`config.mk`:
```
export PLATFORM = sky130hd
export DESIGN_NAME = pld_core
export DESIGN_NICKNAME = d
export VERILOG_FILES = /design/src/pld_pkg.sv /design/src/pld_divider.sv /design/src/pld_core.sv
export SDC_FILE = /design/constraint.sdc
export NUM_CORES = 1
export LEC_CHECK = 0
export BUFFER_PORTS_ARGS = -buffer_cell sky130_fd_sc_hd__buf_2
export CAP_MARGIN = 10
export CELL_PAD_IN_SITES_DETAIL_PLACEMENT = 0
export CELL_PAD_IN_SITES_GLOBAL_PLACEMENT = 1
export CORE_MARGIN = 5
export CORE_UTILIZATION = 46
export DETAILED_ROUTE_END_ITERATION = 10
export MAX_ROUTING_LAYER = met4
export PLACE_DENSITY = 0.86
export SLEW_MARGIN = 20
export SYNTH_ARGS = -nofsm -noshare
export SYNTH_HDL_FRONTEND = slang
export SYNTH_SLANG_ARGS = --single-unit
```
`constraint.sdc`:
```
create_clock -name clk -period 3.53 [get_ports clk]
set_input_delay 0.706 -clock clk [delete_from_list [all_inputs] [get_ports clk]]
set_output_delay 0.706 -clock clk [all_outputs]
set_load 0.01 [all_outputs]
```
`src/pld_pkg.sv`:
```
// Package of constants and carrier types for the PLL divider and lock detect block.
// Assumes a single 10 MHz clock domain and no register bus.
package pld_pkg;
	localparam int CLK_MHZ = 10;
	localparam int NUM_OUT = 5;
	localparam logic [4:0] DIV_RESET = 5'h00;
	localparam logic [4:0] OUT_DIV_RESET = 5'h00;
	localparam logic [3:0] LOCK_CNT_RESET = 4'h0;
	localparam int LOCK_STEP = 16;
	localparam logic [3:0] CP_CODE_LAST = 4'hD;
	localparam logic [2:0] RES_CODE_LAST = 3'h5;
	localparam logic [3:0] CP_RESET = 4'h1;
	localparam logic [2:0] RES_RESET = 3'h0;
	localparam int SETTLE_US = 25;
	localparam int SETTLE_CYCLES = SETTLE_US * CLK_MHZ;

	typedef enum logic {
		PLD_MODE_PHASE,
		PLD_MODE_FREQ
	} pld_mode_t;

	typedef struct packed {
		logic [4:0] in_div;
		logic [4:0] fb_div;
		logic [4:0] out_div_0;
		logic [4:0] out_div_1;
		logic [4:0] out_div_2;
		logic [4:0] out_div_3;
		logic [4:0] out_div_4;
		logic [2:0] fb_sel;
		logic bypass;
		pld_mode_t mode;
		logic [3:0] lock_cnt;
		logic [3:0] cp_code;
		logic [2:0] res_code;
	} pld_cfg_t;
endpackage : pld_pkg

```
`src/pld_divider.sv`:
```
// Programmable clock-enable divider with synchronous resynchronisation.
// Assumes it is stepped by a one-cycle tick from the same clock domain.
`timescale 1ns/10ps
module pld_divider (
	input wire logic clk,
	input wire logic rst,
	input wire logic ce,
	input wire logic tick,
	input wire logic resync,
	input wire logic [6:0] ratio,
	output logic out_r,
	output logic pulse_r
);
	logic [6:0] cnt_r;
	logic [6:0] half;

	// Half of the ratio sets the high phase of the output.
	assign half = {1'b0, ratio[6:1]};

	// Count ticks, wrap at the ratio and restart on resync.
	always_ff @(posedge clk) begin
		if (rst) begin
			cnt_r <= 7'h00;
			out_r <= 1'b0;
			pulse_r <= 1'b0;
		end else if (ce) begin
			pulse_r <= 1'b0;
			if (resync) begin
				cnt_r <= 7'h00;
				out_r <= 1'b0;
			end else if (tick) begin
				if (cnt_r + 7'h01 >= ratio) begin
					cnt_r <= 7'h00;
					pulse_r <= 1'b1;
				end else begin
					cnt_r <= cnt_r + 7'h01;
				end
				out_r <= (cnt_r + 7'h01 < ratio) && (cnt_r + 7'h01 >= half);
			end
		end
	end
endmodule : pld_divider

```
`src/pld_core.sv`:
```
// Digital control of the clock synthesizer: dividers, lock detection and loop codes.
// Assumes the reference and the oscillator feedback arrive as pins on the 10 MHz clock,
// where the oscillator stands in as a sampled tick source for the output dividers.
`timescale 1ns/10ps
//////////////////////////////////////////////////////////////////////////////////////////
module pld_core (
	input wire logic clk,
	input wire logic rst,
	input wire logic ce,
	input wire logic ref_pin,
	input wire logic vco_pin,
	input wire pld_pkg::pld_cfg_t cfg,
	output logic lock_n_r,
	output logic freq_lock_r,
	output logic [4:0] clk_out_r,
	output logic [3:0] cp_code_r,
	output logic [2:0] res_code_r,
	output logic [4:0] vco_base_r
);
	logic [2:0] ref_sync_r;
	logic [2:0] vco_sync_r;
	logic ref_rise;
	logic vco_rise;
	logic [4:0] in_cnt_r;
	logic [4:0] fb_cnt_r;
	logic in_pulse_r;
	logic fb_pulse_r;
	logic [6:0] ratio [pld_pkg::NUM_OUT];
	logic [4:0] dout;
	logic [4:0] dpulse;
	logic fb_tick;
	logic phase_lock_r;
	logic [8:0] freq_cnt_r;
	logic [8:0] freq_target;
	logic [7:0] ref_idle_r;
	logic ref_lost;
	logic resync_r;
	logic locked;
	logic [1:0] fb_in_window_r;
	logic ref_rise_hold_r;
	logic vco_rise_hold_r;
	logic [24:0] out_codes;

	//////////////////////////////////////////////////////////////////////////////////////
	// Pin inputs pass three flops; a rising edge counts once stages two and three agree.
	always_ff @(posedge clk) begin
		if (rst) begin
			ref_sync_r <= 3'h0;
			vco_sync_r <= 3'h0;
		end else if (ce) begin
			ref_sync_r <= {ref_sync_r[1:0], ref_pin};
			vco_sync_r <= {vco_sync_r[1:0], vco_pin};
		end
	end
	assign ref_rise = ref_sync_r[1] & ref_sync_r[2] & ~ref_rise_hold_r;
	assign vco_rise = vco_sync_r[1] & vco_sync_r[2] & ~vco_rise_hold_r;

	// Remember the agreed level so each edge is counted once.
	always_ff @(posedge clk) begin
		if (rst) begin
			ref_rise_hold_r <= 1'b0;
			vco_rise_hold_r <= 1'b0;
		end else if (ce) begin
			if (ref_sync_r[1] == ref_sync_r[2]) begin
				ref_rise_hold_r <= ref_sync_r[2];
			end
			if (vco_sync_r[1] == vco_sync_r[2]) begin
				vco_rise_hold_r <= vco_sync_r[2];
			end
		end
	end

	//////////////////////////////////////////////////////////////////////////////////////
	// Input prescaler; a code of zero stands for a ratio of 32.
	always_ff @(posedge clk) begin
		if (rst) begin
			in_cnt_r <= pld_pkg::DIV_RESET;
			in_pulse_r <= 1'b0;
		end else if (ce) begin
			in_pulse_r <= 1'b0;
			if (ref_rise) begin
				if (in_cnt_r == cfg.in_div - 5'h01) begin
					in_cnt_r <= 5'h00;
					in_pulse_r <= 1'b1;
				end else begin
					in_cnt_r <= in_cnt_r + 5'h01;
				end
			end
		end
	end

	// Feedback prescaler counts pulses of the selected output divider.
	always_ff @(posedge clk) begin
		if (rst) begin
			fb_cnt_r <= pld_pkg::DIV_RESET;
			fb_pulse_r <= 1'b0;
		end else if (ce) begin
			fb_pulse_r <= 1'b0;
			if (fb_tick) begin
				if (fb_cnt_r == cfg.fb_div - 5'h01) begin
					fb_cnt_r <= 5'h00;
					fb_pulse_r <= 1'b1;
				end else begin
					fb_cnt_r <= fb_cnt_r + 5'h01;
				end
			end
		end
	end

	//////////////////////////////////////////////////////////////////////////////////////
	// Output dividers: code k gives ratio 2(k+1), halved in bypass and fed by the prescaler.
	assign fb_tick = dpulse[cfg.fb_sel > 3'h4 ? 3'h0 : cfg.fb_sel];
	// Gather the five ratio codes by field name so output k always reads its own code.
	assign out_codes = {cfg.out_div_4, cfg.out_div_3, cfg.out_div_2, cfg.out_div_1, cfg.out_div_0};
	generate
		for (genvar i = 0; i < pld_pkg::NUM_OUT; i++) begin : g_out
			logic [4:0] code;
			assign code = out_codes[i * 5 +: 5];
			assign ratio[i] = cfg.bypass ? {2'h0, code} + 7'h01 : {1'b0, code, 1'b0} + 7'h02;
			pld_divider u_div (
				.clk(clk),
				.rst(rst),
				.ce(ce),
				.tick(cfg.bypass ? in_pulse_r : vco_rise),
				.resync(resync_r),
				.ratio(ratio[i]),
				.out_r(dout[i]),
				.pulse_r(dpulse[i])
			);
		end
	endgenerate

	//////////////////////////////////////////////////////////////////////////////////////
	// Phase detector: feedback pulse must land within a few cycles of the reference pulse.
	always_ff @(posedge clk) begin
		if (rst) begin
			fb_in_window_r <= 2'h0;
			phase_lock_r <= 1'b0;
		end else if (ce) begin
			fb_in_window_r <= {fb_in_window_r[0], fb_pulse_r};
			if (in_pulse_r) begin
				phase_lock_r <= fb_pulse_r | (|fb_in_window_r);
			end else if (ref_lost) begin
				phase_lock_r <= 1'b0;
			end
		end
	end

	// Reference-loss watchdog for the phase path.
	assign ref_lost = &ref_idle_r;
	always_ff @(posedge clk) begin
		if (rst) begin
			ref_idle_r <= 8'h00;
		end else if (ce) begin
			if (ref_rise) begin
				ref_idle_r <= 8'h00;
			end else if (!ref_lost) begin
				ref_idle_r <= ref_idle_r + 8'h01;
			end
		end
	end

	//////////////////////////////////////////////////////////////////////////////////////
	// Frequency detector counts consecutive comparator cycles with exactly one feedback pulse.
	assign freq_target = ({5'h00, cfg.lock_cnt} + 9'h001) * 9'(pld_pkg::LOCK_STEP);
	logic fb_seen_r;
	logic fb_dup_r;
	always_ff @(posedge clk) begin
		if (rst) begin
			fb_seen_r <= 1'b0;
			fb_dup_r <= 1'b0;
			freq_cnt_r <= 9'h000;
			freq_lock_r <= 1'b0;
		end else if (ce) begin
			if (in_pulse_r) begin
				fb_seen_r <= fb_pulse_r;
				fb_dup_r <= 1'b0;
				if (fb_seen_r && !fb_dup_r) begin
					if (freq_cnt_r < freq_target) begin
						freq_cnt_r <= freq_cnt_r + 9'h001;
					end
					freq_lock_r <= freq_lock_r | (freq_cnt_r + 9'h001 >= freq_target);
				end else begin
					freq_cnt_r <= 9'h000;
					freq_lock_r <= 1'b0;
				end
			end else if (fb_pulse_r) begin
				fb_dup_r <= fb_seen_r;
				fb_seen_r <= 1'b1;
			end
		end
	end

	// A new frequency lock resynchronises every output divider once.
	logic freq_lock_d_r;
	always_ff @(posedge clk) begin
		if (rst) begin
			freq_lock_d_r <= 1'b0;
			resync_r <= 1'b0;
		end else if (ce) begin
			freq_lock_d_r <= freq_lock_r;
			resync_r <= freq_lock_r & ~freq_lock_d_r;
		end
	end

	//////////////////////////////////////////////////////////////////////////////////////
	// Lock output follows the selected detector outside bypass; frequency mode holds when reference stops.
	assign locked = (cfg.mode == pld_pkg::PLD_MODE_PHASE) ? phase_lock_r : freq_lock_r;
	always_ff @(posedge clk) begin
		if (rst) begin
			lock_n_r <= 1'b1;
		end else if (ce) begin
			lock_n_r <= cfg.bypass | ~locked;
		end
	end

	// Registered outputs and loop codes, clamped to the legal code range.
	always_ff @(posedge clk) begin
		if (rst) begin
			clk_out_r <= 5'h00;
			cp_code_r <= pld_pkg::CP_RESET;
			res_code_r <= pld_pkg::RES_RESET;
			vco_base_r <= 5'h00;
		end else if (ce) begin
			clk_out_r <= dout;
			cp_code_r <= (cfg.cp_code > pld_pkg::CP_CODE_LAST) ? pld_pkg::CP_CODE_LAST : cfg.cp_code;
			res_code_r <= (cfg.res_code > pld_pkg::RES_CODE_LAST) ? pld_pkg::RES_CODE_LAST : cfg.res_code;
			vco_base_r <= vco_rise ? vco_base_r + 5'h01 : vco_base_r;
		end
	end

	//////////////////////////////////////////////////////////////////////////////////////
	a_lock_follows: assert property (@(posedge clk) disable iff (rst)
		ce && !cfg.bypass && cfg.mode == pld_pkg::PLD_MODE_FREQ && freq_lock_r |=> !lock_n_r)
		else $error("lock output not low while frequency locked");
	a_lock_drop: assert property (@(posedge clk) disable iff (rst)
		ce && !locked |=> lock_n_r)
		else $error("lock output not released on loss");
	a_resync_edge: assert property (@(posedge clk) disable iff (rst)
		ce && $rose(freq_lock_r) |=> resync_r)
		else $error("no resync on frequency lock");
	a_count_reset: assert property (@(posedge clk) disable iff (rst)
		ce && in_pulse_r && !(fb_seen_r && !fb_dup_r) |=> freq_cnt_r == 9'h000 && !freq_lock_r)
		else $error("frequency count not restarted");
	a_phase_loss: assert property (@(posedge clk) disable iff (rst)
		ce && ref_lost && !in_pulse_r |=> !phase_lock_r)
		else $error("phase lock held without reference");
	a_cp_range: assert property (@(posedge clk) disable iff (rst)
		cp_code_r <= pld_pkg::CP_CODE_LAST && res_code_r <= pld_pkg::RES_CODE_LAST)
		else $error("loop code out of range");
	a_freq_count: assert property (@(posedge clk) disable iff (rst)
		ce && $rose(freq_lock_r) |-> $past(freq_cnt_r) + 9'h001 >= freq_target)
		else $error("frequency lock too early");
	a_phase_set: assert property (@(posedge clk) disable iff (rst)
		ce && in_pulse_r && fb_pulse_r |=> phase_lock_r)
		else $error("phase lock not immediate");
endmodule : pld_core

```
After elaboration in Yosys (flattened, before gate mapping) --
Cells that the tools add are included.
Storage, ports and cells: register bits after elaboration 108, output and inout port bits 19, input bits 56, word-level logic and storage cells 191
Cells by class: bitwise logic cells 12, $add $sub $neg 23, reductions and logical operators 23, $lt $le $gt $ge 21, muxes and demuxes 69, equality and inequality tests 6
Operators by type and width (count):
- $mux W7 | 20
- $mux W1 | 39
- $add A6 B2 Y7 const B | 5
- $add A7 B1 Y7 const B | 5
- $ge A7 B6 Y1 | 5
- $ge A7 B7 Y1 | 5
- $lt A7 B7 Y1 | 5
- $add A5 B1 Y6 const B | 5
- $reduce_and A2 Y1 | 10
- $mux W9 | 2
- $mux W8 | 2
- $add A5 B1 Y5 const B | 3
- $eq A5 B5 Y1 | 2
- $mux W5 | 2
- $sub A5 B1 Y5 const B | 2
- $add A9 B1 Y9 const B | 1
- $ge A9 B9 Y1 | 1
- $lt A9 B9 Y1 | 1
- $add A8 B1 Y8 const B | 1
- $reduce_and A8 Y1 | 1
- $gt A3 B3 Y1 const B | 2
- $logic_and A1 B1 Y1 | 6
- $mux W3 | 2
- $reduce_bool A2 Y1 | 3
- other kinds (14) | 24

Logic depth before layout (Yosys ltp) --
depth in word-level cells 6, mapped depth 13, depth with buffers taken out 11

Cells and area by module --
From an unflattened synthesis, not the netlist that was laid out.
Unflattened totals: cell total of the unflattened synthesis 920, area, all modules 7896.3 µm²
By module, submodules not included:
- pld_core | instances 1, sequential area each 1261.2 µm², cells each 494, area each 4013.8 µm²
- pld_divider at g_out[0].u_div ... | instances 4, sequential area each 180.2 µm², cells each 84, area each 774.5 µm²
- pld_divider at g_out[2].u_div | instances 1, sequential area each 180.2 µm², cells each 90, area each 784.5 µm²

Worst setup path after synthesis --
OpenSTA, ideal clock, no wires.
path type input -> register, start in cfg[12] in the netlist's numbering, end reg g_out[3].u_div.cnt_r[5], data required time 3.471 ns, stages on the path 13, path buffers 4, arrival time 3.180 ns, setup slack 0.291 ns, library setup time 0.059 ns, path through buf_4 -> buf_2 -> buf_2 -> buf_1 -> a21o_1 -> inv_1 -> ha_1 -> a21o_1 -> maj3_1 -> a41oi_1 -> o31a_1 -> and3_1 -> a221o_1
Between the ends: cells in the longest elaborated chain, start to end 5, elaborated cells on any way between the ends 8, those cells by class order compare: 1; mux: 5; reduce/logical: 2
RTL lines:
- start, declared | line pld_core.sv:12 | input wire pld_pkg::pld_cfg_t cfg,
- $mux W7 | line pld_core.sv:119 | assign ratio[i] = cfg.bypass ? {2'h0, code} + 7'h01 : {1'b0, code, 1'b0} + 7'h02;
- $ge A7 B7 Y1 | line pld_divider.sv:32 | if (cnt_r + 7'h01 >= ratio) begin
- $mux W7 | line pld_divider.sv:32
- $mux W7 | line pld_divider.sv:31 | end else if (tick) begin
- $mux W7 | line pld_divider.sv:28 | if (resync) begin
- end signal, assigned | line pld_divider.sv:36 | cnt_r <= cnt_r + 7'h01;
- end, declared | line pld_divider.sv:14 | logic [6:0] cnt_r;
Several ways; a longest one is shown, not always the timed one. The select of a mux whose other input is x is not followed. A chain may end at the register's enable or synchronous reset.

Final worst setup path --
start reg g_out[2].u_div.cnt_r[0], end reg g_out[2].u_div.cnt_r[5]
Between the ends: cells in the longest elaborated chain, start to end 5
RTL lines (line):
- start, declared | pld_divider.sv:14
- start signal, assigned | pld_divider.sv:36
- $add A7 B1 Y7 * | pld_divider.sv:32, pld_divider.sv:36
- $ge A7 B7 Y1 | pld_divider.sv:32
- $mux W7 * | pld_divider.sv:32
- $mux W7 * | pld_divider.sv:31
- $mux W7 * | pld_divider.sv:28
Every way passes the cells marked *; elsewhere a longest branch is shown, timed or not. The select of a mux whose other input is x is not followed.

==> flow_summary.json <==
{
  "outcome": "finished clean",
  "drt_pre_antenna_iters": 5,
  "end_kind": "flop",
  "cp_data_required_time_ns": 3.83,
  "drt-initial-drc-count": 263,
  "topRoutingLayerUsed": "met4",
  "cp-start-kind": "flop",
  "gp_congestion": 0.8802,
  "whs_endpoint": "cp_code_r[1]$_SDFFE_PP0P_",
  "die_w_um": 141.4,
  "grt_pass1_vias": 6421,
  "min-delay-start": "cp_code_r[1]$_SDFFE_PP0P_",
  "hold_viol_final": 0,
  "coreArea_sq_um": 17120,
  "final_cell_mix": "dfxtp_1 (108), nor2_1 (92), buf_2 (74), ha_1 (64), nand2_1 (63)",
  "drive_gt1_share_pct": 14.85,
  "yosysSeqAreaShare_pct": 27.23,
  "avgSynthCellArea_sq_um": 8.428,
  "fin_util_pct": 51.92,
  "cp_slowest_stage_delay_ns": 0.44,
  "drc": 0,
  "rr_worst_depth": 11,
  "clk_latency_ns": 0.35,
  "cts-root-buf": "clkbuf_16",
  "wirelength_um": 17980,
  "die_area_sq_um": 19990,
  "setup_viol": 0,
  "antenna_found_initial": 1,
  "critical_path_arrival_ns": 3.40,
  "die_h_um": 141.4,
  "slew_headroom_pct": 43.86,
  "worst_path_max_delay_cell": "dfxtp_1",
  "grt_pass1_wl_um": 30140,
  "initial_core_util_pct": 46.38,
  "post-cts-setup-buffer-count": 0,
  "hpwl_um": 13970,
  "r2r_slack_ns": 0.43,
  "clk_pin_slew_worst_paths_ns": 0.08,
  "fin_crit_sh_pct": 87.83,
  "synth-edff-count": 0,
  "fill_cells": 1668,
  "worst-path-max-fanout": 6,
  "io_buffer_count": 74,
  "postCtsHoldBufs": 0,
  "netlist_area_sq_um": 7939,
  "ir_drop_mv": 0.2613,
  "leakage_nw": 3.859,
  "io_pins": 75,
  "vias": 6964,
  "cts-resized-gates": 0,
  "hp-class": "flop to flop",
  "dr_wl_met2_um": 8664,
  "finalClockSkew_ns": 0.01101,
  "grt_usage_pct": 18.34,
  "rsz0062_at_grt": "false",
  "final_common_cell": "dfxtp_1",
  "wl_met3_um": 593,
  "cts_buffers": 9,
  "crit_chain": "ha_1 > and3_1 > and3_1 > or2b_2 > nand2_1 > ha_1 > a21boi_2 > a2111oi_4 > a22oi_2 > a2111oi_1 > a21o_1",
  "crit_start": "g_out[2].u_div.cnt_r[0]$_SDFFE_PP0P_",
  "wl_per_cell_um": 14.46,
  "min_period_ns": 3.100,
  "ys_async_sr_fraction_pct": 0,
  "fmax_ghz": 0.3226,
  "wl_met1_um": 8492,
  "slew_viol_final": 0,
  "synth_cell_types": 86,
  "fin_tns_setup_ns": 0,
  "ant_nets": 0,
  "viasPerCell": 5.603,
  "r2r_start": "g_out[2].u_div.cnt_r[0]$_SDFFE_PP0P_",
  "cts_sinks": 108,
  "nets": 1132,
  "cts_tree": "done",
  "htree_levels": 3,
  "worstMarginPinSlew_ns": 0.8403,
  "syn_to_final_growth_pct": 11.95,
  "synthFlopType": "dfxtp_1",
  "max-cap-violations": 0,
  "power_density_nw_per_um2": 307.4,
  "synthCells": 942,
  "synth-seq-cells": 108,
  "rows": 48,
  "reg2reg_to": "g_out[2].u_div.cnt_r[5]$_SDFFE_PP0P_",
  "yosysWarnings": 0,
  "grt_max_degree": 50,
  "grt-ovfl-total": 0,
  "holdPathStages": 2,
  "synth_fp_nets": 1062,
  "crit_type": "flop to flop",
  "cts_buffer_depth": 2
}
-- flip-flops by register name (all words and copies together), names as in the netlist, 2 cells and up --
signal and cells:
vco_sync_r 3, cp_code_r 4, g_out.u_div.out_r 5, in_cnt_r 5, ref_idle_r 8, fb_cnt_r 5, g_out.u_div.pulse_r 5, freq_cnt_r 9
vco_base_r 5, ref_sync_r 3, fb_in_window_r 2, g_out.u_div.cnt_r 35, clk_out_r 5, res_code_r 3
-- routing by layer --
metal	track usage [%]	vias up
li1	-	3619
met1	22.92	3241
met2	31.30	84
met3	2.899	20
met4	4.293	0
met5	-	-
-- worst max-delay path: cells and delay by family (launching register included) --
kind            cells  cell delay [ns]
flops               1             0.44
simple gates        4             0.82
fa+ha+maj           2             0.53
compound gates      5             1.25
-- cells in the mapped netlist, types with 21 or more instances --
master    number  area (sq um)
nand2_1       63         236.5
xor2_1        38         332.8
nor2_1        92         345.3
a21oi_1       44         220.2
ha_1          64         800.8
inv_1         39         146.4
and3_1        21         131.4
dfxtp_1      108          2162
mux2i_1       23         230.2
o21ai_0       27         135.1
nand3_1       32         160.2
nor3_1        24         120.1
nand2b_1      26         162.7
xnor2_1       30         262.8
-- where the power goes --
part / switching (mW) / internal (mW) / total (mW)
logic: 0.223 / 0.160 / 0.383
clock network: 0.466 / 0.648 / 1.11
registers: 0.00723 / 1.23 / 1.24
-- worst max path at each step --
stage / end / slack [ns] / cells past startpoint
after floorplan: g_out[3].u_div.cnt_r[5]$_SDFFE_PP0P_ / 0.29 / 13
after CTS: g_out[2].u_div.cnt_r[5]$_SDFFE_PP0P_ / 0.41 / 11
final: g_out[2].u_div.cnt_r[5]$_SDFFE_PP0P_ / 0.43 / 11
after global placement: g_out[1].u_div.cnt_r[5]$_SDFFE_PP0P_ / 0.27 / 12
after global routing: g_out[2].u_div.cnt_r[6]$_SDFFE_PP0P_ / 0.17 / 11
after detailed placement: g_out[4].u_div.cnt_r[0]$_SDFFE_PP0P_ / 0.23 / 12
-- logic make-up after synthesis --
family | share of synthesized area, %
AO/OA/AOI/OAI | 21.59
multiplexers | 4.350
buffers and inverters | 4.302
XOR/XNOR | 7.502
adder cells (fa/ha/maj) | 11.73
AND/OR/NAND/NOR | 23.29
flip-flops | 27.23
-- cell type report --
class / instances / area (sq um) / share of cell area [%]
Tap cell: 225 / 281.5 / 3.168
Timing Repair Buffer: 91 / 523.0 / 5.885
Sequential cell: 108 / 2162 / 24.33
Antenna cell: 1 / 2.502 / 0.02816
Inverter: 40 / 150.1 / 1.689
Clock inverter: 6 / 91.34 / 1.028
Multi-Input combinational cell: 762 / 5438 / 61.19
Clock buffer: 10 / 239.0 / 2.689
-- metrics by stage --
step	instances	area (sq um)	hold WS, ns	setup WS, ns	total power [mW]
floorplan	942	7939	0.4259	0.2910	1.531
global placement	1226	8554	0.4439	0.2745	1.643
detailed placement	1226	8554	0.4475	0.2260	1.646
CTS	1242	8885	0.4600	0.4111	2.761
global route	1243	8887	0.4862	0.1738	2.861
finish	1243	8887	0.4580	0.4297	2.732
Note: power is estimated with default switching activity, not from simulation.
